==> src/rdsc_pkg.sv <==
// Package for the serial-clock rate generator and START collision block.
// Assumes one 100 MHz clock with phase ticks supplied by the core.
package rdsc_pkg;

  // ---------------------------------------------------------------
  // Widths and reset values
  // ---------------------------------------------------------------
  localparam int RDSC_RELOAD_W = 7;
  localparam logic [6:0] RDSC_COUNT_RST = 7'h00;
  localparam logic [6:0] RDSC_RELOAD_RST = 7'h00;
  localparam logic [1:0] RDSC_PHASE_LAST = 2'h3;

  // ---------------------------------------------------------------
  // Types
  // ---------------------------------------------------------------
  typedef enum logic [2:0] {
    RDSC_IDLE,
    RDSC_START_CHECK,
    RDSC_START_HOLD,
    RDSC_RUN
  } rdsc_state_t;

  typedef struct packed {
    logic i;
    logic o;
    logic oe;
  } rdsc_pin_t;

  typedef struct packed {
    logic scl;
    logic sda;
  } rdsc_bus_t;

endpackage
==> src/rdsc_counter.sv <==
// Rate divider down-counter: loads, counts to zero on phase ticks, holds.
// Assumes tick and load are single-cycle pulses in the clock domain.
`timescale 1ns/10ps
`default_nettype none
module rdsc_counter
  import rdsc_pkg::*;
(
  input wire logic clock,
  input wire logic reset_n,
  input wire logic clk_en,
  input wire logic load,
  input wire logic clear,
  input wire logic tick,
  input wire logic [6:0] reload,
  output logic [6:0] count,
  output logic expired
);

  logic [6:0] count_ff;

  // ---------------------------------------------------------------
  // Counter
  // ---------------------------------------------------------------
  always_ff @(posedge clock or negedge reset_n) begin
    if (!reset_n) begin
      count_ff <= RDSC_COUNT_RST;
    end else if (clk_en) begin
      if (clear) begin
        count_ff <= RDSC_COUNT_RST;
      end else if (load) begin
        count_ff <= reload;
      end else if (tick && count_ff != 7'h00) begin
        count_ff <= count_ff - 7'h01;
      end
    end
  end

  assign count = count_ff;
  // Expiry seen on the tick that finds the counter at zero; kept free of load and
  // clear so that a reload driven from expiry does not form a combinational loop
  assign expired = tick && (count_ff == 7'h00);

endmodule
`default_nettype wire

==> src/rdsc_master.sv <==
// Two-wire master serial-clock rate generator and START collision logic.
// Assumes pins are synchronous, phase ticks and bus events come from the port.
//
// What this block does
// - Reload value is the low seven bits of the address reload register.
// - In master mode, writing the transfer buffer starts the rate divider counter.
// - Counter counts down to zero then holds until reloaded.
// - Counter decrements on second and fourth quarter-phase ticks.
// - As master the counter reloads itself with no software help.
// - After last bit and acknowledge, counting stops, clock line holds.
// - One clock period spans two counter rollovers.
// - Data or clock low at START begin flags a collision.
// - Clock low before data driven low during START is a collision.
// - Collision aborts START, sets flag, returns port unit to idle.
// - START begins released; data high loads counter and counts to zero.
// - Clock low while data high in first count is a collision.
// - Data low in first count resets counter, drives data low early.
// - Data high through first count drives data low at expiry.
// - Second count after data low ignores a low clock line.
// - Second count expiry drives clock low, completing START.
// - Rival masters at START are no collision; they arbitrate later.
`timescale 1ns/10ps
`default_nettype none
module rdsc_master
  import rdsc_pkg::*;
(
  input wire logic clock,
  input wire logic reset_n,
  input wire logic clk_en,
  input wire logic master_mode,
  input wire logic [7:0] address_reload_register,
  input wire logic transfer_buffer_write,
  input wire logic start_request,
  input wire logic operation_done,
  input wire logic second_quarter_phase_tick,
  input wire logic fourth_quarter_phase_tick,
  input wire logic bus_collision_flag_clear,
  input wire logic scl_i,
  input wire logic sda_i,
  output logic scl_o,
  output logic scl_oe,
  output logic sda_o,
  output logic sda_oe,
  output logic start_done,
  output logic counting,
  output logic [6:0] rate_divider_counter,
  output logic bus_collision_flag,
  output logic attention_request,
  output logic busy
);

  rdsc_state_t state_ff;
  rdsc_state_t nxt_state;
  rdsc_bus_t drive_low_ff;
  rdsc_bus_t nxt_drive_low;
  logic run_ff;
  logic nxt_run;
  logic done_ff;
  logic nxt_done;
  logic flag_ff;
  logic collision;
  logic tick;
  logic load;
  logic clear;
  logic expired;
  logic [6:0] reload;
  logic [6:0] count;
  logic hold_reload_ff;

  // ---------------------------------------------------------------
  // Counter control
  // ---------------------------------------------------------------
  assign reload = address_reload_register[6:0];
  assign tick = second_quarter_phase_tick || fourth_quarter_phase_tick;

  rdsc_counter u_counter (
    .clock(clock),
    .reset_n(reset_n),
    .clk_en(clk_en),
    .load(load),
    .clear(clear),
    .tick(tick),
    .reload(reload),
    .count(count),
    .expired(expired)
  );

  // ---------------------------------------------------------------
  // START sequencing and collision detection
  // ---------------------------------------------------------------
  always_comb begin
    nxt_state = state_ff;
    nxt_drive_low = drive_low_ff;
    nxt_run = run_ff;
    nxt_done = 1'b0;
    load = 1'b0;
    clear = 1'b0;
    collision = 1'b0;
    case (state_ff)
      RDSC_IDLE: begin
        if (master_mode && start_request) begin
          if (!sda_i || !scl_i) begin
            collision = 1'b1;
          end else begin
            nxt_drive_low = '0;
            load = 1'b1;
            nxt_state = RDSC_START_CHECK;
          end
        end else if (master_mode && transfer_buffer_write) begin
          load = 1'b1;
          nxt_run = 1'b1;
          nxt_state = RDSC_RUN;
        end
      end
      RDSC_START_CHECK: begin
        if (!sda_i) begin
          // Another master pulled data first: ours goes low now
          clear = 1'b1;
          nxt_drive_low.sda = 1'b1;
          nxt_state = RDSC_START_HOLD;
        end else if (!scl_i) begin
          collision = 1'b1;
        end else if (expired) begin
          nxt_drive_low.sda = 1'b1;
          nxt_state = RDSC_START_HOLD;
        end
      end
      RDSC_START_HOLD: begin
        // Data is low: reload for the second count; clock low here is tolerated
        load = hold_reload_ff;
        if (expired && !hold_reload_ff) begin
          nxt_drive_low.scl = 1'b1;
          nxt_done = 1'b1;
          nxt_state = RDSC_IDLE;
        end
      end
      RDSC_RUN: begin
        if (operation_done) begin
          nxt_run = 1'b0;
          nxt_state = RDSC_IDLE;
        end else if (expired) begin
          load = 1'b1;
          nxt_drive_low.scl = !drive_low_ff.scl;
        end
      end
      default: begin
        nxt_state = RDSC_IDLE;
      end
    endcase
    if (!master_mode) begin
      nxt_state = RDSC_IDLE;
      nxt_run = 1'b0;
    end
    if (collision) begin
      nxt_state = RDSC_IDLE;
      nxt_drive_low = '0;
      nxt_run = 1'b0;
      clear = 1'b1;
    end
  end

  // Second count reload: happens one cycle after data goes low
  always_ff @(posedge clock or negedge reset_n) begin
    if (!reset_n) begin
      hold_reload_ff <= 1'b0;
    end else if (clk_en) begin
      hold_reload_ff <= (state_ff == RDSC_START_CHECK) && (nxt_state == RDSC_START_HOLD);
    end
  end

  // ---------------------------------------------------------------
  // State registers
  // ---------------------------------------------------------------
  always_ff @(posedge clock or negedge reset_n) begin
    if (!reset_n) begin
      state_ff <= RDSC_IDLE;
      drive_low_ff <= '0;
      run_ff <= 1'b0;
      done_ff <= 1'b0;
    end else if (clk_en) begin
      state_ff <= nxt_state;
      drive_low_ff <= nxt_drive_low;
      run_ff <= nxt_run;
      done_ff <= nxt_done;
    end
  end

  // ---------------------------------------------------------------
  // Collision flag: set wins over clear
  // ---------------------------------------------------------------
  always_ff @(posedge clock or negedge reset_n) begin
    if (!reset_n) begin
      flag_ff <= 1'b0;
    end else if (clk_en) begin
      if (collision) begin
        flag_ff <= 1'b1;
      end else if (bus_collision_flag_clear) begin
        flag_ff <= 1'b0;
      end
    end
  end

  // ---------------------------------------------------------------
  // Outputs
  // ---------------------------------------------------------------
  assign scl_o = 1'b0;
  assign sda_o = 1'b0;
  assign scl_oe = drive_low_ff.scl;
  assign sda_oe = drive_low_ff.sda;
  assign start_done = done_ff;
  assign counting = run_ff || (state_ff != RDSC_IDLE);
  assign rate_divider_counter = count;
  assign bus_collision_flag = flag_ff;
  assign attention_request = flag_ff;
  assign busy = state_ff != RDSC_IDLE;

endmodule
`default_nettype wire

==> config.mk <==
export PLATFORM = sky130hd
export DESIGN_NAME = rdsc_master
export DESIGN_NICKNAME = d
export VERILOG_FILES = /design/src/rdsc_pkg.sv /design/src/rdsc_counter.sv /design/src/rdsc_master.sv
export SDC_FILE = /design/constraint.sdc
export NUM_CORES = 1
export LEC_CHECK = 0
export ABC_AREA = 1
export BUFFER_PORTS_ARGS = -buffer_cell sky130_fd_sc_hd__buf_4
export CORE_MARGIN = 1
export CORE_UTILIZATION = 52
export DETAILED_ROUTE_END_ITERATION = 6
export MAX_ROUTING_LAYER = met4
export PLACE_DENSITY = 0.84
export SETUP_SLACK_MARGIN = 0.15
export SLEW_MARGIN = 20
export SYNTH_ARGS = -nofsm -noshare
export SYNTH_HDL_FRONTEND = slang
export SYNTH_SLANG_ARGS = --single-unit
==> constraint.sdc <==
create_clock -name clock -period 2.1 [get_ports clock]
set_input_delay 0.105 -clock clock [delete_from_list [all_inputs] [get_ports clock]]
set_output_delay 0.105 -clock clock [all_outputs]
set_load 0.02 [all_outputs]
# Word level (Yosys, flattened, before mapping)
# Index checks and enable logic that the tools add are counted.
# word_totals
reg_bits,16
elab_cells,99
# classes
add_sub_neg,1
eq_ne,15
muxes,49
n_reduce_logical,26
# ops
operator,count
$mux W3,10
$mux W1,27
$mux W7,3
$ne A4 B4 Y1 const B,5
$ne A3 B3 Y1 const B,5
$pmux W3 S4,1
$eq A3 B2 Y1 const B,3
$reduce_bool A3 Y1,3
$logic_not A7 Y1,1
$reduce_and A7 Y1,1
$reduce_bool A7 Y1,1
$sub A7 B1 Y7 const B,1
$logic_and A1 B1 Y1,6
$mux W2,3
$pmux W1 S2,3
$pmux W1 S3,2
$reduce_and A6 Y1,1
$reduce_and A5 Y1,1
$logic_not A1 Y1,4
$ne A4 B1 Y1 const B,1
$reduce_and A2 Y1,2
$reduce_bool A4 Y1,1
$eq A3 B1 Y1 const B,1
$logic_not A3 Y1,1
other kinds (2),4

# Longest topological paths before layout
# Gate-level depths: netlist of the first run.
# logic_depth
word_depth,10
depth_mapped,12
ltp_nobuf,11

# Modules after synthesis
# Synthesis of the first run repeated with hierarchy kept, for this count alone.
# hier_totals
hier_cells,190
area_unflattened_um2,1255.0
# by_module_without_submodules
module,instances,cells_per_inst,area_each_um2,seq_area_each_um2
rdsc_master,1,110,730.7,225.2
rdsc_counter,1,80,524.3,175.2

# Least setup slack after synthesis of the first run
# Ideal clock, no wire load.
# synth_timing
path_type,flip-flop to flip-flop
startpoint,"reg u_counter.count_ff[0], in the netlist u_counter.count[0]"
endpoint,reg drive_low_ff (netlist bit scl_oe)
setup_ns,0.126
arrival_time_ns,1.477
t_required_ns,1.974
slack_ns,0.497
path_stages_with_launch,10
n_path_buf,0
synth_period_minus_slack_ns,1.603
cell_sequence,dfrtp_1 -> inv_1 -> ha_1 -> nand2_1 -> nor2_2 -> nand2_1 -> o21ai_0 -> nand3_1 -> nand3_1 -> o21ai_0
# synth_via
elab_chain_len,5
word_cells_on_any_way,6
cone_classes,eq/ne: 2; reduce/logical: 4
# synth_lines
element,line_no,text
from (decl),rdsc_counter.sv:19,logic [6:0] count_ff;
from (signal assigned),rdsc_counter.sv:31,count_ff <= reload;
from (signal assigned),rdsc_counter.sv:33,count_ff <= count_ff - 7'h01;
$logic_not A7 Y1 (*),rdsc_counter.sv:41,assign expired = tick && (count_ff == 7'h00);
$logic_and A1 B1 Y1 (*),rdsc_counter.sv:41,
$logic_and A1 B1 Y1,rdsc_master.sv:131,if (expired && !hold_reload_ff) begin
$ne A3 B3 Y1 (no source line),-,
$reduce_and A7 Y1 (no source line) (*),-,
to (signal assigned),rdsc_master.sv:182,drive_low_ff <= nxt_drive_low;
to (decl),rdsc_master.sv:54,rdsc_bus_t drive_low_ff;
# Mark *: on every way between the ends. The rest lies on a longest branch, timed or not.
# A chain may end at the register's enable or synchronous reset.

# Worst setup path in the final report of the first run
# layout_timing
startpoint,reg state_ff[2]
endpoint,"reg u_counter.count_ff[3], in the netlist u_counter.count[3]"
# layout_via
elab_chain_len,5
word_cells_on_any_way,12
cone_classes,eq/ne: 3; mux: 6; reduce/logical: 3
# layout_lines
element,line_no,text
from (decl),rdsc_master.sv:52,rdsc_state_t state_ff;
from (signal assigned),rdsc_master.sv:181,state_ff <= nxt_state;
$eq A3 B1 Y1 or $logic_not A3 Y1 (tied branches),rdsc_master.sv:99,case (state_ff)
$pmux W1 S2 or $mux W1 (tied branches),rdsc_master.sv:99,
$mux W1,rdsc_master.sv:154,if (collision) begin
$reduce_bool A3 Y1 (no source line),-,
$reduce_and A2 Y1 (no source line),-,
# Parallel ways exist; a longest one is shown, timed or not.

==> results.yml, run 1 <==
routing:
  drtIter0Drc: 40
  via_per_inst: 5.01
  firstDrtPassIters: 4
  wire_per_inst_um: 11.0
  num_vias: 1347
  antenna_left: 0
  wl_um: 2950
  drc: 0
setup_path:
  cp-end-kind: "register"
  start_kind: "register"
  crit_fanout: 8
  critPathKind: "register to register"
  worst-endpoint-arrival_ns: 1.97
  cp_data_required_time_ns: 2.33
job:
  maxCapViolations: 0
die:
  design.core.area_sq_um: 2480
  design.portCount: 36
  fp.dieW_um: 53
  die_h_um: 53
  rows: 18
  dieArea_sq_um: 2810
  initial_core_util_pct: 54.6
clock_network:
  cts.path.max_buffers: 2
  tritoncts: "yes"
  htree_levels: 1
  clkLatencyLatePin_ns: 0.29
  numCtsBuffers: 3
  cts_sinks: 16
  clkTransAtPathRegs_ns: 0.09
  cts_root_buffer: "clkbuf_4"
synthesis:
  syn_inst: 204
  avgSynthCellArea_sq_um: 6.63
  synth-edff-count: 0
  ys_ff_latch: 16
  async_reset_ff_share_pct: 100
  ys.flop_type: "dfrtp_1"
  post-synth-top-count-cell: "nand2_1"
  synthTopCellsByArea: "dfrtp_1 (30%), nand2_1 (18%), nor2_1 (7.8%), inv_1 (6.9%), nand3_1 (4.8%)"
  yosys.area.top_type_share_pct: 29.6
  yosys_warnings: 0
  ys_types: 33
  yosysTopAreaCell: "dfrtp_1"
  ys_seq_area_share_pct: 29.6
  synth_common_cells: "nand2_1 (66), nor2_1 (28), inv_1 (25), dfrtp_1 (16), nand3_1 (13)"
  syn_area_sq_um: 1350
global_route:
  track_usage_pct: 25.3
  antenna_found_initial: 0
  grt_pass1_wl_um: 5070
  grt_max_degree: 17
  first_global_vias: 1167
  overflow: 0
cells_and_area:
  nets: 262
  syn_to_final_growth_pct: 22.7
  layoutNonFillerInstCount: 269
  diodes: 0
  nFillCells: 231
  regArea_sq_um: 402
  multi_input_area_sq_um: 815
  drive_gt1_share_pct: 25.1
place:
  gp_congestion: 0.890
  hpwl_um: 2330
  dp_slack_ns: 0.385
  portBuffers: 32
  dpl.cell_count: 262
timing:
  final_hold_viol_count: 0
  final-max-slew-violation-count: 0
  holdWs_ns: 0.0524
  setup_tns_ns: 0
  fmax_mhz: 575
  skew_ns: 0.00263
  layout_setup_ws_ns: 0.361
  layout_min_cycle_time_ns: 1.74
  fin_crit_sh_pct: 82.8
  rsz0062_at_grt: "false"
  setup_viol_count_final: 0
power_and_ir_drop:
  peakVddDrop_mv: 0.889
  leakage_uw: 0.000921
  powerDensity_nw_per_um2: 959
  p_total_uw: 1590
status:
  status: "finished, final reports clean"
worst_hold_path:
  hp-class: "input port to register"
critical path: stages (launching register included):
cell and delay (ns):
dfrtp_2 0.47, inv_2 0.08, nand2_4 0.09, nor2_4 0.05, buf_4 0.15, nand3_4 0.07, nand2_4 0.09, nor2_8 0.17
inv_4 0.05, o21ai_2 0.30, nand2_1 0.09, nand2_1 0.07
cell usage in the layout, fill, tap and decap left out, types with 3 or more instances in the layout:
cell type	count
nor2_1	28
nand2_1	66
dfrtp_1	15
nor2_2	4
nand3_1	13
buf_4	34
clkbuf_4	3
inv_1	25
nand4_1	5
o21ai_0	8
a21oi_1	4
layer usage:
layer / routed length [um] / vias to the layer above / global-route usage [%]
met3: 166 / 2 / 6.03
met4: 9 / 0 / 2.63
li1: - / 714 / -
met5: 0 / - / -
met1: 1360 / 589 / 33.6
met2: 1410 / 42 / 40.5
state kept, by name, summed over array words and instances (netlist names):
name	count
u_counter.count	7
state_ff	3
attention_request	1
hold_reload_ff	1
run_ff	1
scl_oe	1
sda_oe	1
start_done	1
final timing paths:
check	from	to	slack, ns	depth (start not counted)
worst max register to register	state_ff[2]	u_counter.count[3]	0.36	11
worst max-delay path	state_ff[2]	u_counter.count[3]	0.36	11
min in group asynchronous	reset_n	run_ff	0.20	2
worst min register to register	run_ff	run_ff	0.48	2
worst min-delay path	clk_en	state_ff[2]	0.05	2
max in group asynchronous	reset_n	state_ff[2]	1.71	2
metrics by stage:
step | area (sq um) | utilization [%]
after floorplan | 1360 | -
after global placement | 1600 | 64.4
after detailed placement | 1600 | 64.4
after CTS | 1640 | 66.3
after global routing | 1660 | 67.0
final | 1660 | 67.0
area by class of cell:
type / count / share of cell area (%)
inverters: 27 / 6.26
flip-flops and latches: 16 / 24.2
well taps: 30 / 2.26
repair buffers: 35 / 16.0
clock buffers: 4 / 2.19
multi-input cells: 157 / 49.1
cell families after synthesis:
kind of cell             Yosys count  synth area share [%]
AO/OA/AOI/OAI                     17                  7.49
XOR/XNOR                           4                  2.59
adder cells (fa/ha/maj)            2                  1.85
buffers and inverters             32                  10.5
flip-flops                        16                  29.6
other                              1                 0.277
AND/OR/NAND/NOR                  132                  47.7
power breakdown:
part / total (uW) / internal [uW] / leakage, uW / switching, uW
logic: 912 / 376 / 0.000693 / 536
registers: 477 / 391 / 0.000208 / 86.7
clock network: 201 / 106 / 0.0000210 / 95.6
total: 1590 / 872 / 0.000921 / 719
what timing repair did:
item,CTS,global route
endpoints found under the setup margin,0,1
hold buffers,1,0
gates resized for setup,0,1
buffers inserted,0,2
hold endpoints to repair,16,0
Note: power is estimated with default switching activity, not from simulation.
==> run 2, diff against run 1 <==
Settings changed: ABC_AREA 1 to 0, CORE_UTILIZATION 52 to 46, PLACE_DENSITY 0.84 to 0.8.
Clock period 2.1 ns to 1.5 ns, I/O delays scaled along.
==> run 2 against run 1 <==
Against the previous run: the flow now finishes with violations (negative setup slack); utilization grew 15 points; global-route usage grew 9.5 points; flip-flop and latch count is the same; worst setup slack lost 1.2 ns; total power grew 95%; first-iteration DRC count grew 110%; cell count shrank 1.9%; die area grew 2.6%.
==> results.yml, run 2 <==
synthesis:
  async_reset_ff_share_pct: 100
  synthTopCellsByArea: "dfrtp_1 (33%), inv_1 (4.3%), a21oi_1 (4.1%), nand2_1 (3.7%), a31oi_1 (3.6%)"
  synth_common_cells: "dfrtp_1 (16), inv_1 (14), nand2_1 (12), nor2_1 (11), a21oi_1 (10)"
  yosysTopAreaCell: "dfrtp_1"
  yosys.area.top_type_share_pct: 32.6
  syn_area_sq_um: 1230
  post-synth-top-count-cell: "dfrtp_1"
  ys_ff_latch: 16
  ys_types: 44
  ys_seq_area_share_pct: 32.6
  syn_inst: 150
  yosys_warnings: 0
  synth-edff-count: 0
  ys.flop_type: "dfrtp_1"
  avgSynthCellArea_sq_um: 8.19
timing:
  final-max-slew-violation-count: 0
  final_hold_viol_count: 0
  fin_crit_sh_pct: 153
  setup_viol_count_final: 15
  slew_headroom_pct: 66.3
  layout_min_cycle_time_ns: 2.29
  worst_slew_pin_slew_ns: 0.504
  rsz0062_at_grt: "true"
  holdWs_ns: 0.0703
  fmax_mhz: 436
  layout_setup_ws_ns: -0.792
  skew_ns: 0.00384
routing:
  via_per_inst: 6.10
  num_vias: 1610
  firstDrtPassIters: 6
  drc: 0
  drtIter0Drc: 83
  antenna_left: 0
  wl_um: 4770
  wire_per_inst_um: 18.1
job:
  maxCapViolations: 0
setup_path:
  worst-endpoint-arrival_ns: 2.49
  cp-end-kind: "register"
  start_kind: "register"
  crit_fanout: 3
  cp_data_required_time_ns: 1.70
  r2r_slack_ns: -0.79
  critPathKind: "register to register"
place:
  gp_congestion: 0.958
  hpwl_um: 2860
  place_area_sq_um: 1820
  portBuffers: 32
  dp_slack_ns: -0.794
power_and_ir_drop:
  comb_power_share_pct: 69.8
  clkPwrFrac_pct: 9.9
  p_int_uw: 1810
  p_total_uw: 3110
  swShare_pct: 41.9
  peakVddDrop_mv: 1.34
  leakage_uw: 0.00102
  p_switching_uw: 1300
  powerDensity_nw_per_um2: 1520
  seq_power_share_pct: 20.3
die:
  fp.dieW_um: 53.7
  die_h_um: 53.7
  rows: 18
  initial_core_util_pct: 49.1
  design.core.area_sq_um: 2500
  design.portCount: 36
  dieArea_sq_um: 2880
global_route:
  grt_max_degree: 21
  first_global_vias: 1494
  antenna_found_initial: 0
  grt_pass1_wl_um: 6840
  overflow: 0
  track_usage_pct: 34.9
cells_and_area:
  syn_to_final_growth_pct: 66.4
  largest_reg_flops: 7
  design_area_sq_um: 2040
  nFillCells: 161
  layout_common_cells: "buf_4 (80), dfrtp_1 (14), inv_1 (12), nand2_1 (12), nor2_1 (10)"
  final_common_cell: "buf_4"
  drive_gt1_share_pct: 49.6
  nets: 257
  diodes: 0
clock_network:
  cts_sinks: 16
  htree_levels: 1
  tritoncts: "yes"
  cts_root_buffer: "clkbuf_4"
  numCtsBuffers: 3
  clkTransAtPathRegs_ns: 0.11
  cts.path.max_buffers: 2
  clkLatencyLatePin_ns: 0.30
status:
  failed_checks: "negative setup slack"
  status: "finished with violations"
worst_hold_path:
  hp-class: "input port to register"
## run 2: changes by cell type in the layout (fill, tap and decap cells not counted), moves of 4 or more
cell and delta:
nand3_1 -9, buf_6 +8, nor2_1 -18, a31oi_1 +6, buf_4 +46, a21oi_1 +4, nand2_1 -54, mux2i_1 +4
o21ai_0 -4, o21ai_1 +4, o22ai_1 +5, inv_1 -13
## run 2: per-layer routing
layer	GRT usage, %	vias to the layer above	part of all wire [%]
met5	-	-	0
met4	17.5	0	5.0
met3	6.21	30	9.1
met2	61.1	120	49
met1	37.2	747	37
li1	-	713	-
## run 2: critical path: stages (launching register included)
cell and delay [ns]:
dfrtp_2 0.44, inv_2 0.09, ha_4 0.14, or3b_4 0.38, or4_4 0.47, and3_4 0.19, mux2_4 0.30, a22o_1 0.19
## run 2: metrics by stage
step,instances,TNS [ns],util [%]
6_report,264,-8.18,81.8
5_1_grt,264,-8.99,81.8
3_3_place_gp,249,-7.12,72.7
3_5_place_dp,249,-7.86,72.7
2_1_floorplan,151,-6.50,-
4_1_cts,260,-6.78,80.5
## run 2: power groups by stage
| stage | registers [uW] | clock network [uW] | logic, uW |
|---|---|---|---|
| final | 631 | 308 | 2170 |
| after global routing | 640 | 340 | 2270 |
| after global placement | 626 | 0 | 1640 |
| after floorplan | 810 | 0 | 671 |
| after detailed placement | 632 | 0 | 1690 |
| after CTS | 624 | 300 | 1950 |
## run 2: area by class of cell
type                       instances  area, sq um  area share [%]
multi-input combinational        111          815            39.8
timing repair buffer              89          701            34.3
sequential                        16          403            19.7
inverter                          14         52.6            2.57
tap                               30         37.5            1.84
clock buffer                       4         36.3            1.77
## run 2: path summary, 6_finish.rpt
kind / start / endpoint / cells after the start
max: u_counter.count[0] / u_counter.count[6] / 7
min: bus_collision_flag_clear / attention_request / 3
max reg2reg: u_counter.count[0] / u_counter.count[6] / 7
min reg2reg: start_done / start_done / 2
max in group asynchronous: reset_n / u_counter.count[1] / 2
min in group asynchronous: reset_n / sda_oe / 2
## run 2: kinds of logic after synthesis
family | share of synthesized area (%)
adders and majority gates | 2.04
and+or+nand+nor | 25.8
buffers and inverters | 9.57
other | 0.305
DFF | 32.6
muxes | 5.40
AOI/OAI and AO/OA | 24.3
## run 2: what timing repair did
item                                    in CTS  in global routing
endpoints found under the hold margin       16                  0
gates resized for setup                     24                  1
setup buffers                                6                  4
endpoints found under the setup margin      17                 17
pin swaps                                    9                  3
hold buffers                                 1                  0
==> run 3, diff against run 2 <==
Settings changed: CORE_MARGIN 1 to 4, CORE_UTILIZATION 46 to 55, PLACE_DENSITY 0.8 to 0.89.
Clock period 1.5 ns to 2.77 ns, I/O delays scaled along.
==> run 3 against run 2 <==
Against the previous run: the run now ends clean; global-route usage shrank 14 points; hold slack improved by 0.022 ns; critical path depth unchanged; utilization is 8.9 points lower; cell count fell by 22%; die area up 6.0%; clock power shrank 47%; critical endpoint unchanged; largest cell class unchanged; largest power group unchanged.
==> results.yml, run 3 (synthesis results as in run 2) <==
timing:
  setup_tns_ns: 0
  rsz0062_at_grt: "false"
  final_hold_viol_count: 0
  fin_crit_sh_pct: 88.2
  setup_viol_count_final: 0
  final-max-slew-violation-count: 0
  skew_ns: 0.00622
  layout_min_cycle_time_ns: 2.44
  slew_headroom_pct: 46.4
  worst_slew_pin_slew_ns: 0.798
  fmax_mhz: 410
clock_network:
  clkTransAtPathRegs_ns: 0.11
  htree_levels: 1
  postCtsHoldBufs: 1
  cts_resized: 0
  cts.path.max_buffers: 2
  tritoncts: "yes"
  cts_setup_buffers: 0
  cts_sinks: 16
  clkLatencyLatePin_ns: 0.29
  numCtsBuffers: 3
  cts_root_buffer: "clkbuf_4"
global_route:
  first_global_vias: 1160
  grt_pass1_wl_um: 5180
  grt_max_degree: 21
  antenna_found_initial: 0
  overflow: 0
  track_usage_pct: 21.2
routing:
  firstDrtPassIters: 4
  wl_um: 3140
  drtIter0Drc: 55
  wire_per_inst_um: 15.3
  num_vias: 1265
  via_per_inst: 6.17
  antenna_left: 0
  drc: 0
place:
  gp_congestion: 0.916
  hpwl_um: 2430
  place_area_sq_um: 1440
  portBuffers: 32
die:
  dieArea_sq_um: 3050
  rows: 16
  design.portCount: 36
  fp.dieW_um: 55.3
  die_h_um: 55.3
  initial_core_util_pct: 60.2
  design.core.area_sq_um: 2040
setup_path:
  crit_fanout: 9
  reg2regPathDepth: 7
  worst-endpoint-arrival_ns: 2.64
  cp-end-kind: "register"
  critPathKind: "register to register"
  cp_data_required_time_ns: 2.96
  start_kind: "register"
cells_and_area:
  regArea_sq_um: 400
  diodes: 0
  nFillCells: 168
  final_common_cell: "buf_4"
  largest_reg_flops: 7
  syn_to_final_growth_pct: 21.1
  multi_input_area_sq_um: 714
  drive_gt1_share_pct: 24.7
  nets: 201
  design_area_sq_um: 1490
  final_util_pct: 72.9
  layout_common_cells: "buf_4 (32), dfrtp_1 (16), inv_1 (14)"
power_and_ir_drop:
  leakage_uw: 0.000726
  peakVddDrop_mv: 0.587
  powerDensity_nw_per_um2: 784
worst_hold_path:
  min_path_cells: 3
  hp-class: "input port to register"
status:
  status: "finished, final reports clean"
job:
  maxCapViolations: 0
run 3: cell count changes in the layout (fill, tap and decap cells not counted), sizes merged:
cell / change
buf: -56
run 3: layer usage:
layer	wire length, um	vias up	track usage, %
met5	0	-	-
met4	46	0	7.99
met3	251	7	3.26
met2	1480	63	32.4
met1	1360	591	28.2
li1	-	604	-
run 3: layout make-up:
class	instances	area share [%]
clock buffer	4	2.44
inverter	14	3.53
multi-input combinational	111	48.0
sequential	16	26.9
tap	27	2.27
timing repair buffer	33	16.8
run 3: worst paths after layout:
kind / from / end / slack [ns]
min in group asynchronous: reset_n / attention_request / 0.23
max in group asynchronous: reset_n / state_ff[2] / 2.35
worst max-delay path: u_counter.count[0] / u_counter.count[6] / 0.33
worst max register to register: u_counter.count[0] / u_counter.count[6] / 0.33
worst min-delay path: address_reload_register[0] / u_counter.count[0] / 0.09
worst min register to register: start_done / start_done / 0.54
run 3: critical path: stages, from the launching register on:
cell	delay [ns]
dfrtp_1	0.43
inv_1	0.09
ha_1	0.17
or3b_4	0.39
or4_4	0.52
and3_4	0.24
mux2_4	0.30
a22o_1	0.19
run 3: power breakdown:
part,internal [uW],total (uW),switching (uW)
Clock,80.1,163,82.9
Combinational,271,624,353
Sequential,297,379,81.9
Total,648,1170,517
run 3: stage by stage:
stage          total power (uW)  hold WS, ns  setup slack (ns)  std cells
2_1_floorplan               785       -0.157             0.288        151
4_1_cts                    1160       0.0954             0.346        205
6_report                   1170       0.0919             0.328        205
5_1_grt                    1240        0.135             0.257        205
3_5_place_dp                999       0.0103             0.371        200
3_3_place_gp                972      0.00868             0.399        200
